[config.mk]
export PLATFORM = sky130hd
export DESIGN_NAME = lock_ref_monitor
export DESIGN_NICKNAME = d
export VERILOG_FILES = /design/src/design/lock_qualifier.v /design/src/design/lock_ref_monitor.v
export VERILOG_INCLUDE_DIRS = /design/src /design/src/design
export SDC_FILE = /design/constraint.sdc
export NUM_CORES = 1
export LEC_CHECK = 0
export BUFFER_PORTS_ARGS = -buffer_cell sky130_fd_sc_hd__buf_2
export CORE_MARGIN = 10
export CORE_UTILIZATION = 57
export CTS_CLUSTER_DIAMETER = 50
export CTS_CLUSTER_SIZE = 10
export DETAILED_ROUTE_END_ITERATION = 16
export GPL_ROUTABILITY_DRIVEN = 1
export GPL_TIMING_DRIVEN = 0
export PLACE_DENSITY = 0.84
export SLEW_MARGIN = 20
export SYNTH_ARGS = -nofsm -noshare
export SYNTH_HDL_FRONTEND = slang
export SYNTH_HIERARCHICAL = 1
export SYNTH_SLANG_ARGS = --single-unit
export TNS_END_PERCENT = 30
[constraint.sdc]
create_clock -name clk -period 8.5 [get_ports clk]
set_clock_uncertainty 0.05 [all_clocks]
set_input_delay 2.125 -clock clk [delete_from_list [all_inputs] [get_ports clk]]
set_output_delay 2.125 -clock clk [all_outputs]
set_load 0.05 [all_outputs]
[src/design/lock_monitor_defines.vh]
// register offsets, field layouts, reset values and widths of the lock monitor
`ifndef LOCK_MONITOR_DEFINES_VH
`define LOCK_MONITOR_DEFINES_VH
`define REG_PHASE_OFFSET    4'h0
`define REG_PHASE_THRESH    4'h1
`define REG_FREQ_THRESH     4'h2
`define REG_LOCK_CTRL       4'h3
`define REG_REF_CTRL        4'h4
`define REG_REF_A_WORD      4'h5
`define REG_REF_B_WORD      4'h6
`define REG_STATUS          4'h7
`define REG_IRQ_STATUS      4'h8
`define REG_PIN_ASSIGN      4'h9
`define OFFSET_W            14
`define SAMPLE_W            32
`define EXP_X_W             5
`define EXP_Y_W             3
`define WD_W                16
`define LOCK_PX_LSB         0
`define LOCK_PY_LSB         5
`define LOCK_FX_LSB         8
`define LOCK_FY_LSB         13
`define LOCK_PDIV_LSB       16
`define PDIV_W              4
`define RST_WD_WORD         16'hffff
`define RST_THRESH          32'h00000000
`define RST_LOCK_CTRL       32'h00000000
`endif

[src/design/lock_qualifier.v]
// lock qualifying / unlock interval detector driven by p-divider enable
`timescale 1ns/1ps
module lock_qualifier #(
  parameter CNT_W = 22
) (
  clk,
  sys_rst,
  pdiv_en,
  cmp_true,
  exp_lock,
  exp_unlock,
  locked
);
  input  wire             clk;
  input  wire             sys_rst;
  input  wire             pdiv_en;
  input  wire             cmp_true;
  input  wire [4:0]       exp_lock;
  input  wire [2:0]       exp_unlock;
  output wire             locked;

  reg              locked_ff;
  reg  [CNT_W-1:0] cnt_ff;
  reg              nxt_locked;
  reg  [CNT_W-1:0] nxt_cnt;
  wire [CNT_W-1:0] lock_lim;
  wire [CNT_W-1:0] unlock_lim;

  assign lock_lim   = {{(CNT_W-1){1'b0}}, 1'b1} << exp_lock;
  assign unlock_lim = {{(CNT_W-1){1'b0}}, 1'b1} << ({1'b0, exp_unlock} + 4'h1);
  assign locked     = locked_ff;

  always @* begin
    nxt_locked = locked_ff;
    nxt_cnt    = cnt_ff;
    if (pdiv_en) begin
      if (!locked_ff) begin
        if (cmp_true) begin
          nxt_cnt = cnt_ff + {{(CNT_W-1){1'b0}}, 1'b1};
          if (nxt_cnt >= lock_lim) begin
            nxt_locked = 1'b1;
            nxt_cnt    = {CNT_W{1'b0}};
          end
        end else begin
          nxt_cnt = {CNT_W{1'b0}};
        end
      end else begin
        // lock held until an unlock event
        if (!cmp_true) begin
          nxt_cnt = cnt_ff + {{(CNT_W-1){1'b0}}, 1'b1};
          if (nxt_cnt >= unlock_lim) begin
            nxt_locked = 1'b0;
            nxt_cnt    = {CNT_W{1'b0}};
          end
        end else begin
          nxt_cnt = {CNT_W{1'b0}};
        end
      end
    end
  end

  always @(posedge clk) begin
    if (sys_rst) begin
      locked_ff <= 1'b0;
      cnt_ff    <= {CNT_W{1'b0}};
    end else begin
      locked_ff <= nxt_locked;
      cnt_ff    <= nxt_cnt;
    end
  end
endmodule // lock_qualifier

[src/design/lock_ref_monitor.v]
// dpll phase offset, phase/frequency lock detect and loss-of-reference monitor
// Overview of operation
// - add signed offset to every phase sample
// - phase offset held as 14-bit two's complement
// - compare sample magnitude against phase threshold
// - phase lock threshold is 32-bit unsigned
// - lock after 2^X true p-divider periods
// - lock held until unlock or reset
// - X is 5 bits, software keeps 0..20
// - unlock after 2^(Y+1) false periods, restart
// - unlock exponent Y is 3 bits
// - frequency lock from successive sample difference
// - frequency lock uses own exponent fields
// - two loss monitors, each individually enabled
// - loss sets status and interrupt status flag
// - loss flags routable to four status pins
// - watchdog restarts on rising edge, flags full
// - terminal count from own 16-bit word
// - watchdogs count at half system clock
// - p-divider ratio is power of two
//
// Implementation choices: the Avalon-MM slave port and the address map.
`timescale 1ns/1ps
`include "lock_monitor_defines.vh"
module lock_ref_monitor #(
  parameter SAMPLE_W = `SAMPLE_W
) (
  clk,
  sys_rst,
  avs_address,
  avs_read,
  avs_write,
  avs_writedata,
  avs_readdata,
  avs_waitrequest,
  pd_sample,
  pd_sample_valid,
  corr_sample,
  corr_sample_valid,
  ref_input_a,
  ref_input_b,
  phase_locked,
  freq_locked,
  ref_loss_flag,
  multipurpose_status_pins
);
  input  wire                clk;
  input  wire                sys_rst;
  input  wire [5:0]          avs_address;
  input  wire                avs_read;
  input  wire                avs_write;
  input  wire [31:0]         avs_writedata;
  output reg  [31:0]         avs_readdata;
  output wire                avs_waitrequest;
  input  wire [SAMPLE_W-1:0] pd_sample;
  input  wire                pd_sample_valid;
  output reg  [SAMPLE_W-1:0] corr_sample;
  output reg                 corr_sample_valid;
  input  wire                ref_input_a;
  input  wire                ref_input_b;
  output wire                phase_locked;
  output wire                freq_locked;
  output wire [1:0]          ref_loss_flag;
  output reg  [3:0]          multipurpose_status_pins;

  // ----------------------------------------------------------------
  // register file
  // ----------------------------------------------------------------
  reg  [`OFFSET_W-1:0] phase_offset_ff;
  reg  [31:0]          phase_lock_threshold_ff;
  reg  [31:0]          freq_lock_threshold_ff;
  reg  [31:0]          lock_ctrl_ff;
  reg  [1:0]           ref_en_ff;
  reg  [`WD_W-1:0]     wd_word_ff [0:1];
  reg  [1:0]           irq_status_ff;
  reg  [7:0]           pin_assign_ff;
  reg                  ack_ff;
  wire [3:0]           reg_idx;
  wire                 addr_ok;
  wire [1:0]           loss_evt;
  wire                 wr_go;
  wire                 wr_hit;
  wire [1:0]           irq_clr;
  wire [31:0]          status_word;
  reg  [31:0]          nxt_readdata;

  assign reg_idx         = avs_address[5:2];
  assign addr_ok         = (avs_address[1:0] == 2'h0) && (reg_idx <= `REG_PIN_ASSIGN);
  // one wait cycle, then the access completes
  assign avs_waitrequest = (avs_read | avs_write) & ~ack_ff;
  assign wr_go           = avs_write & ack_ff;
  assign wr_hit          = wr_go & addr_ok;
  // write one to clear, taken only from an accepted write to the event register
  assign irq_clr         = (wr_hit && (reg_idx == `REG_IRQ_STATUS)) ?
                           avs_writedata[1:0] : 2'h0;
  assign status_word     = {28'h0000000, ref_loss_flag, freq_locked, phase_locked};

  always @(posedge clk) begin
    if (sys_rst) begin
      ack_ff <= 1'b0;
    end else begin
      ack_ff <= (avs_read | avs_write) & ~ack_ff;
    end
  end

  always @(posedge clk) begin
    if (sys_rst) begin
      phase_offset_ff         <= {`OFFSET_W{1'b0}};
      phase_lock_threshold_ff <= `RST_THRESH;
      freq_lock_threshold_ff  <= `RST_THRESH;
      lock_ctrl_ff            <= `RST_LOCK_CTRL;
      ref_en_ff               <= 2'h0;
      wd_word_ff[0]           <= `RST_WD_WORD;
      wd_word_ff[1]           <= `RST_WD_WORD;
      pin_assign_ff           <= 8'h00;
    end else if (wr_hit) begin
      case (reg_idx)
        `REG_PHASE_OFFSET: phase_offset_ff <= avs_writedata[`OFFSET_W-1:0];
        `REG_PHASE_THRESH: phase_lock_threshold_ff <= avs_writedata;
        `REG_FREQ_THRESH:  freq_lock_threshold_ff <= avs_writedata;
        `REG_LOCK_CTRL:    lock_ctrl_ff <= {12'h000, avs_writedata[19:0]};
        `REG_REF_CTRL:     ref_en_ff <= avs_writedata[1:0];
        `REG_REF_A_WORD:   wd_word_ff[0] <= avs_writedata[`WD_W-1:0];
        `REG_REF_B_WORD:   wd_word_ff[1] <= avs_writedata[`WD_W-1:0];
        `REG_PIN_ASSIGN:   pin_assign_ff <= avs_writedata[7:0];
        default: ;
      endcase
    end
  end

  // irq status: set wins over write-one-to-clear
  always @(posedge clk) begin
    if (sys_rst) begin
      irq_status_ff <= 2'h0;
    end else begin
      irq_status_ff <= (irq_status_ff & ~irq_clr) | loss_evt;
    end
  end

  always @* begin
    nxt_readdata = 32'h00000000;
    if (addr_ok) begin
      case (reg_idx)
        `REG_PHASE_OFFSET: nxt_readdata = {{(32-`OFFSET_W){1'b0}}, phase_offset_ff};
        `REG_PHASE_THRESH: nxt_readdata = phase_lock_threshold_ff;
        `REG_FREQ_THRESH:  nxt_readdata = freq_lock_threshold_ff;
        `REG_LOCK_CTRL:    nxt_readdata = lock_ctrl_ff;
        `REG_REF_CTRL:     nxt_readdata = {30'h00000000, ref_en_ff};
        `REG_REF_A_WORD:   nxt_readdata = {16'h0000, wd_word_ff[0]};
        `REG_REF_B_WORD:   nxt_readdata = {16'h0000, wd_word_ff[1]};
        `REG_STATUS:       nxt_readdata = status_word;
        `REG_IRQ_STATUS:   nxt_readdata = {30'h00000000, irq_status_ff};
        `REG_PIN_ASSIGN:   nxt_readdata = {24'h000000, pin_assign_ff};
        default:           nxt_readdata = 32'h00000000;
      endcase
    end
  end

  // read data are captured in the wait cycle and stand at the completing edge
  always @(posedge clk) begin
    if (sys_rst) begin
      avs_readdata <= 32'h00000000;
    end else if (avs_read && !ack_ff) begin
      avs_readdata <= nxt_readdata;
    end
  end

  // ----------------------------------------------------------------
  // phase offset adder and sample magnitudes
  // ----------------------------------------------------------------
  reg  [SAMPLE_W-1:0] prev_sample_ff;
  reg                 have_prev_ff;
  reg                 ph_true_ff;
  reg                 fr_true_ff;
  wire [SAMPLE_W-1:0] offset_ext;
  wire [SAMPLE_W-1:0] sum;
  wire [SAMPLE_W-1:0] diff;
  wire [SAMPLE_W-1:0] sum_mag;
  wire [SAMPLE_W-1:0] diff_mag;
  wire                ph_cmp;
  wire                fr_cmp;

  assign offset_ext = {{(SAMPLE_W-`OFFSET_W){phase_offset_ff[`OFFSET_W-1]}},
                       phase_offset_ff};
  assign sum        = pd_sample + offset_ext;
  assign diff       = sum - prev_sample_ff;
  assign sum_mag    = sum[SAMPLE_W-1] ? (~sum + {{(SAMPLE_W-1){1'b0}}, 1'b1}) : sum;
  assign diff_mag   = diff[SAMPLE_W-1] ? (~diff + {{(SAMPLE_W-1){1'b0}}, 1'b1}) : diff;
  assign ph_cmp     = (sum_mag <= phase_lock_threshold_ff);
  // the first sample after reset has no predecessor and never counts as true
  assign fr_cmp     = have_prev_ff && (diff_mag <= freq_lock_threshold_ff);

  always @(posedge clk) begin
    if (sys_rst) begin
      corr_sample       <= {SAMPLE_W{1'b0}};
      corr_sample_valid <= 1'b0;
      prev_sample_ff    <= {SAMPLE_W{1'b0}};
      have_prev_ff      <= 1'b0;
      ph_true_ff        <= 1'b0;
      fr_true_ff        <= 1'b0;
    end else begin
      corr_sample_valid <= pd_sample_valid;
      if (pd_sample_valid) begin
        corr_sample    <= sum;
        prev_sample_ff <= sum;
        have_prev_ff   <= 1'b1;
        ph_true_ff     <= ph_cmp;
        fr_true_ff     <= fr_cmp;
      end
    end
  end

  // ----------------------------------------------------------------
  // p-divider enable, ratio 2^exponent
  // ----------------------------------------------------------------
  reg  [15:0]        pdiv_cnt_ff;
  wire [`PDIV_W-1:0] loop_divider_exponent;
  wire [15:0]        pdiv_last;
  wire               pdiv_en;
  wire [15:0]        pdiv_inc;

  assign loop_divider_exponent = lock_ctrl_ff[`LOCK_PDIV_LSB +: `PDIV_W];
  assign pdiv_inc  = pdiv_cnt_ff + 16'h0001;
  assign pdiv_last = (16'h0001 << loop_divider_exponent) - 16'h0001;
  assign pdiv_en   = (pdiv_cnt_ff >= pdiv_last);

  always @(posedge clk) begin
    if (sys_rst) begin
      pdiv_cnt_ff <= 16'h0000;
    end else begin
      pdiv_cnt_ff <= pdiv_en ? 16'h0000 : pdiv_inc;
    end
  end

  // ----------------------------------------------------------------
  // lock qualifiers
  // ----------------------------------------------------------------
  wire [`EXP_X_W-1:0] ph_exp_lock;
  wire [`EXP_Y_W-1:0] ph_exp_unlock;
  wire [`EXP_X_W-1:0] fr_exp_lock;
  wire [`EXP_Y_W-1:0] fr_exp_unlock;

  assign ph_exp_lock   = lock_ctrl_ff[`LOCK_PX_LSB +: `EXP_X_W];
  assign ph_exp_unlock = lock_ctrl_ff[`LOCK_PY_LSB +: `EXP_Y_W];
  assign fr_exp_lock   = lock_ctrl_ff[`LOCK_FX_LSB +: `EXP_X_W];
  assign fr_exp_unlock = lock_ctrl_ff[`LOCK_FY_LSB +: `EXP_Y_W];

  lock_qualifier #(.CNT_W(22)) u_phase_lock (
    .clk        (clk),
    .sys_rst    (sys_rst),
    .pdiv_en    (pdiv_en),
    .cmp_true   (ph_true_ff),
    .exp_lock   (ph_exp_lock),
    .exp_unlock (ph_exp_unlock),
    .locked     (phase_locked)
  );

  lock_qualifier #(.CNT_W(22)) u_freq_lock (
    .clk        (clk),
    .sys_rst    (sys_rst),
    .pdiv_en    (pdiv_en),
    .cmp_true   (fr_true_ff),
    .exp_lock   (fr_exp_lock),
    .exp_unlock (fr_exp_unlock),
    .locked     (freq_locked)
  );

  // ----------------------------------------------------------------
  // loss-of-reference watchdogs
  // ----------------------------------------------------------------
  // one watchdog tick every second system clock
  reg         half_en_ff;
  wire [1:0]  ref_in;

  assign ref_in = {ref_input_b, ref_input_a};

  always @(posedge clk) begin
    if (sys_rst) begin
      half_en_ff <= 1'b0;
    end else begin
      half_en_ff <= ~half_en_ff;
    end
  end

  genvar g;
  generate
    for (g = 0; g < 2; g = g + 1) begin : g_wd
      reg              ref_d_ff;
      reg              edge_seen_ff;
      reg              loss_ff;
      reg [`WD_W-1:0]  wd_cnt_ff;
      wire             rise;
      wire             full;
      wire             last_cnt;
      wire [`WD_W-1:0] cnt_inc;
      assign rise     = ref_in[g] & ~ref_d_ff;
      assign full     = (wd_cnt_ff >= wd_word_ff[g]);
      assign cnt_inc  = wd_cnt_ff + {{(`WD_W-1){1'b0}}, 1'b1};
      assign last_cnt = (cnt_inc >= wd_word_ff[g]);
      assign ref_loss_flag[g] = loss_ff;
      // event pulse marks exactly the tick in which loss_ff is set below
      assign loss_evt[g]      = ref_en_ff[g] & half_en_ff & ~edge_seen_ff & ~rise &
                                ~full & last_cnt & ~loss_ff;
      always @(posedge clk) begin
        if (sys_rst || !ref_en_ff[g]) begin
          ref_d_ff     <= 1'b0;
          edge_seen_ff <= 1'b0;
          loss_ff      <= 1'b0;
          wd_cnt_ff    <= {`WD_W{1'b0}};
        end else begin
          ref_d_ff <= ref_in[g];
          if (rise) begin
            edge_seen_ff <= 1'b1;
          end
          if (half_en_ff) begin
            if (rise || edge_seen_ff) begin
              wd_cnt_ff    <= {`WD_W{1'b0}};
              edge_seen_ff <= 1'b0;
              loss_ff      <= 1'b0;
            end else if (!full) begin
              wd_cnt_ff <= cnt_inc;
              if (last_cnt) begin
                loss_ff <= 1'b1;
              end
            end
          end
        end
      end
    end
  endgenerate

  // ----------------------------------------------------------------
  // status pin routing
  // ----------------------------------------------------------------
  integer i;
  always @(posedge clk) begin
    if (sys_rst) begin
      multipurpose_status_pins <= 4'h0;
    end else begin
      for (i = 0; i < 4; i = i + 1) begin
        multipurpose_status_pins[i] <= (pin_assign_ff[i] & ref_loss_flag[0]) |
                                       (pin_assign_ff[i+4] & ref_loss_flag[1]);
      end
    end
  end
endmodule // lock_ref_monitor

==> results.yml <==
synthesis:
  synthCells: 3047
  synthArstFlopShare_pct: 0
  ys.flop_type: "dfxtp_1"
  avgSynthCellArea_um2: 7.95
  synth_edf_count: 32
  yosys_register_bits: 316
  seq_area_frac_synth_pct: 27.4
  synth_common_cells: "411 x nand2_1, 284 x dfxtp_1, 280 x ha_1"
  ys_types: 103
  synth_top_area_share_pct: 23.5
  yosys.cell_count.top_type: "nand2_1"
  synth.area.top_cells: "dfxtp_1 23%, ha_1 14%, nand2_1 6.4%"
  synth_area_um2: 24200
  yosys_warnings: 6
  yosysTopAreaCell: "dfxtp_1"
status:
  status: "finished clean"
clocking:
  hold_buffers: 0
  cts_max_path_buffers: 3
  cts.sinks: 316
  cts.htree.levels: 2
  worst_skew_pair.late_latency_ns: 0.59
  clkTransAtPathRegs_ns: 0.05
  cts_root_buf: "clkbuf_16"
  cts_made_buffers: 44
  cts_tree: "built"
critical_path:
  cp_top_family: "compound AO/OA/AOI/OAI gates"
  path_buf_inv: 3
  critical_path_arrival_ns: 8.75
  slowest_stage: "o31ai_4"
  crit_path_end_kind: "flop"
  critical_path_class: "in -> reg"
  cp-start-kind: "input port"
  path_max_fanout: 10
  worst_path_most_repeated_cell: "o21a_1"
  cpPeakStageDelay_ns: 0.38
  required_ns: 8.96
power_and_ir_drop:
  peakVddDrop_uv: 140
  p_per_area_nw_per_um2: 154
  combPwrFrac_pct: 21.6
  internal-power_w: 0.00292
  power_switching_share_pct: 30.5
  switching_power_w: 0.00129
  power.leakage_nw: 11.3
  power_w: 0.00421
  seq_power_share_pct: 36.5
  clock_power_share_pct: 41.8
drt:
  drcViolationCount: 0
  via_per_inst: 6.09
  wire_per_inst_um: 19.4
  ant_nets: 0
  route.vias.total: 23300
  routed_wl_mm: 74.3
  drt-initial-drc-count: 2258
  drt-pass1-iter-count: 6
run:
  drv_cap: 0
sta:
  fmax_ghz: 0.121
  hold_viol_final: 0
  finalCritPeriodShare_pct: 97.5
  fin_tns_setup_ns: 0
  max_slew_margin_pct: 27.5
  setup_viol: 0
  slew_violations: 0
  min_period_ns: 8.29
  hold_slack_ns: 0.405
  worst_pin_slew_ns: 1.08
finish:
  finalNonFillerCells: 3824
  final_area_um2: 27300
  final_net_count: 3614
  drive_gt1_share_pct: 10.4
  nFillCells: 3551
  area_growth_pct: 12.6
floorplan:
  core-area_um2: 41900
  die_area_um2: 51100
  die_h_um: 226
  io_pins: 151
  row_count: 75
  floorplan.initialDensity_pct: 57.8
  die_w_um: 226
grt:
  grt_antenna_before_repair: 4
  grt_max_degree: 22
  grt_overflow: 0
  grt_pass1_wl_mm: 116
  track_usage_pct: 28.1
  grt_pass1_vias: 22000
place:
  placed_area_um2: 25700
  gp_congestion: 0.985
  post-place-cells: 3743
  dp_hpwl_mm: 57.6
  port_buffers: 147
min_path:
  hold_class: "reg -> reg"
-- cell usage in the layout, fill, tap and decap left out, types with 37 or more instances in the layout --
cell type and instances:
clkbuf_1 117, xnor2_1 117, a21o_1 71, a22oi_1 80, nor2b_1 44, dfxtp_1 284, nand4_1 55, clkbuf_16 45
o21ai_0 97, nand3_1 99, nand2_1 410, inv_1 164, buf_2 157, xor2_1 88, nand2b_1 37, nor3_1 62
nor2_1 231, ha_1 276, a21oi_1 236
-- flip-flops by register name, summed over array words and instances, names as in the netlist, 4 cells and up --
signal and cells:
avs_readdata 32, freq_lock_threshold_ff 32, g_wd.wd_cnt_ff 32, phase_lock_threshold_ff 32
prev_sample_ff 32, wd_word_ff 32, u_freq_lock/cnt_ff 22, u_phase_lock/cnt_ff 22
lock_ctrl_ff 20, pdiv_cnt_ff 16, phase_offset_ff 14, pin_assign_ff 8
multipurpose_status_pins 4
-- layout make-up --
cell class / instances / area [µm²] / area share [%]
Multi-Input combinational cell: 2439 / 16600 / 60.9
Sequential cell: 316 / 6650 / 24.4
Clock buffer: 56 / 1190 / 4.35
Timing Repair Buffer: 154 / 788 / 2.89
Tap cell: 539 / 674 / 2.47
Inverter: 164 / 616 / 2.26
Buffer: 136 / 576 / 2.11
Clock inverter: 15 / 158 / 0.578
Antenna cell: 5 / 12.5 / 0.0459
-- worst reg2reg max path, delay by kind of cell, from the launching register on --
| kind | cells | cell delay [ns] |
|---|---|---|
| fa+ha+maj | 3 | 0.99 |
| compound gates | 17 | 3.20 |
| simple gates | 7 | 1.15 |
| xor+xnor | 2 | 0.56 |
| buf+inv | 3 | 0.61 |
| flops | 1 | 0.94 |
-- layer usage --
metal | GRT usage, % | wire [µm] | up-vias | share of wire [%]
li1 | - | - | 11300 | -
met1 | 35.2 | 30500 | 10700 | 41
met2 | 45.3 | 33400 | 1008 | 45
met3 | 5.02 | 6430 | 212 | 8.7
met4 | 14.9 | 3930 | 2 | 5.3
met5 | 0 | 11 | - | 0.015
-- final timing paths --
kind / from / to / slack (ns) / cells past startpoint
setup / recovery: pd_sample[0] / fr_true_ff$_SDFFE_PP0P_ / 0.21 / 35
hold / removal: phase_lock_threshold_ff[14]$_SDFFE_PP0P_ / phase_lock_threshold_ff[14]$_SDFFE_PP0P_ / 0.40 / 2
setup reg to reg: phase_offset_ff[13]$_SDFFE_PP0P_ / fr_true_ff$_SDFFE_PP0P_ / 0.95 / 32
hold reg to reg: phase_lock_threshold_ff[14]$_SDFFE_PP0P_ / phase_lock_threshold_ff[14]$_SDFFE_PP0P_ / 0.40 / 2
-- metrics by stage --
| stage | setup slack [ns] | util, % |
|---|---|---|
| global placement | -0.856 | 61.2 |
| CTS | 0.0185 | 64.5 |
| global route | -0.0228 | 65.0 |
| finish | 0.210 | 65.0 |
| floorplan | 0.329 | - |
| detailed placement | -0.929 | 61.2 |
-- timing repair --
item                                    in CTS  in global routing
pin swaps                                    2                  8
gates resized for setup                      7                 44
endpoints found under the setup margin       1                  2
gates cloned                                 0                  0
buffers inserted                             2                  5
-- cells by family after synthesis --
family                     Yosys count  synth area share (%)
muxes                               34                  1.42
other                                5                0.0775
DFF                                316                  27.4
adders and majority gates          284                  14.7
buffers and inverters              302                  4.94
and+or+nand+nor                   1137                  22.9
AOI/OAI and AO/OA                  753                  20.7
xor gates and xnor gates           216                  7.90
-- power by group through the flow --
stage                     Clock (W)  Combinational, W  Sequential (W)
after global routing        0.00182           0.00101         0.00154
after detailed placement          0          0.000868         0.00157
after CTS                   0.00177          0.000879         0.00154
after floorplan                   0          0.000618         0.00160
final                       0.00176          0.000910         0.00154
after global placement            0          0.000845         0.00157
Power figures use the tool's default switching activity.
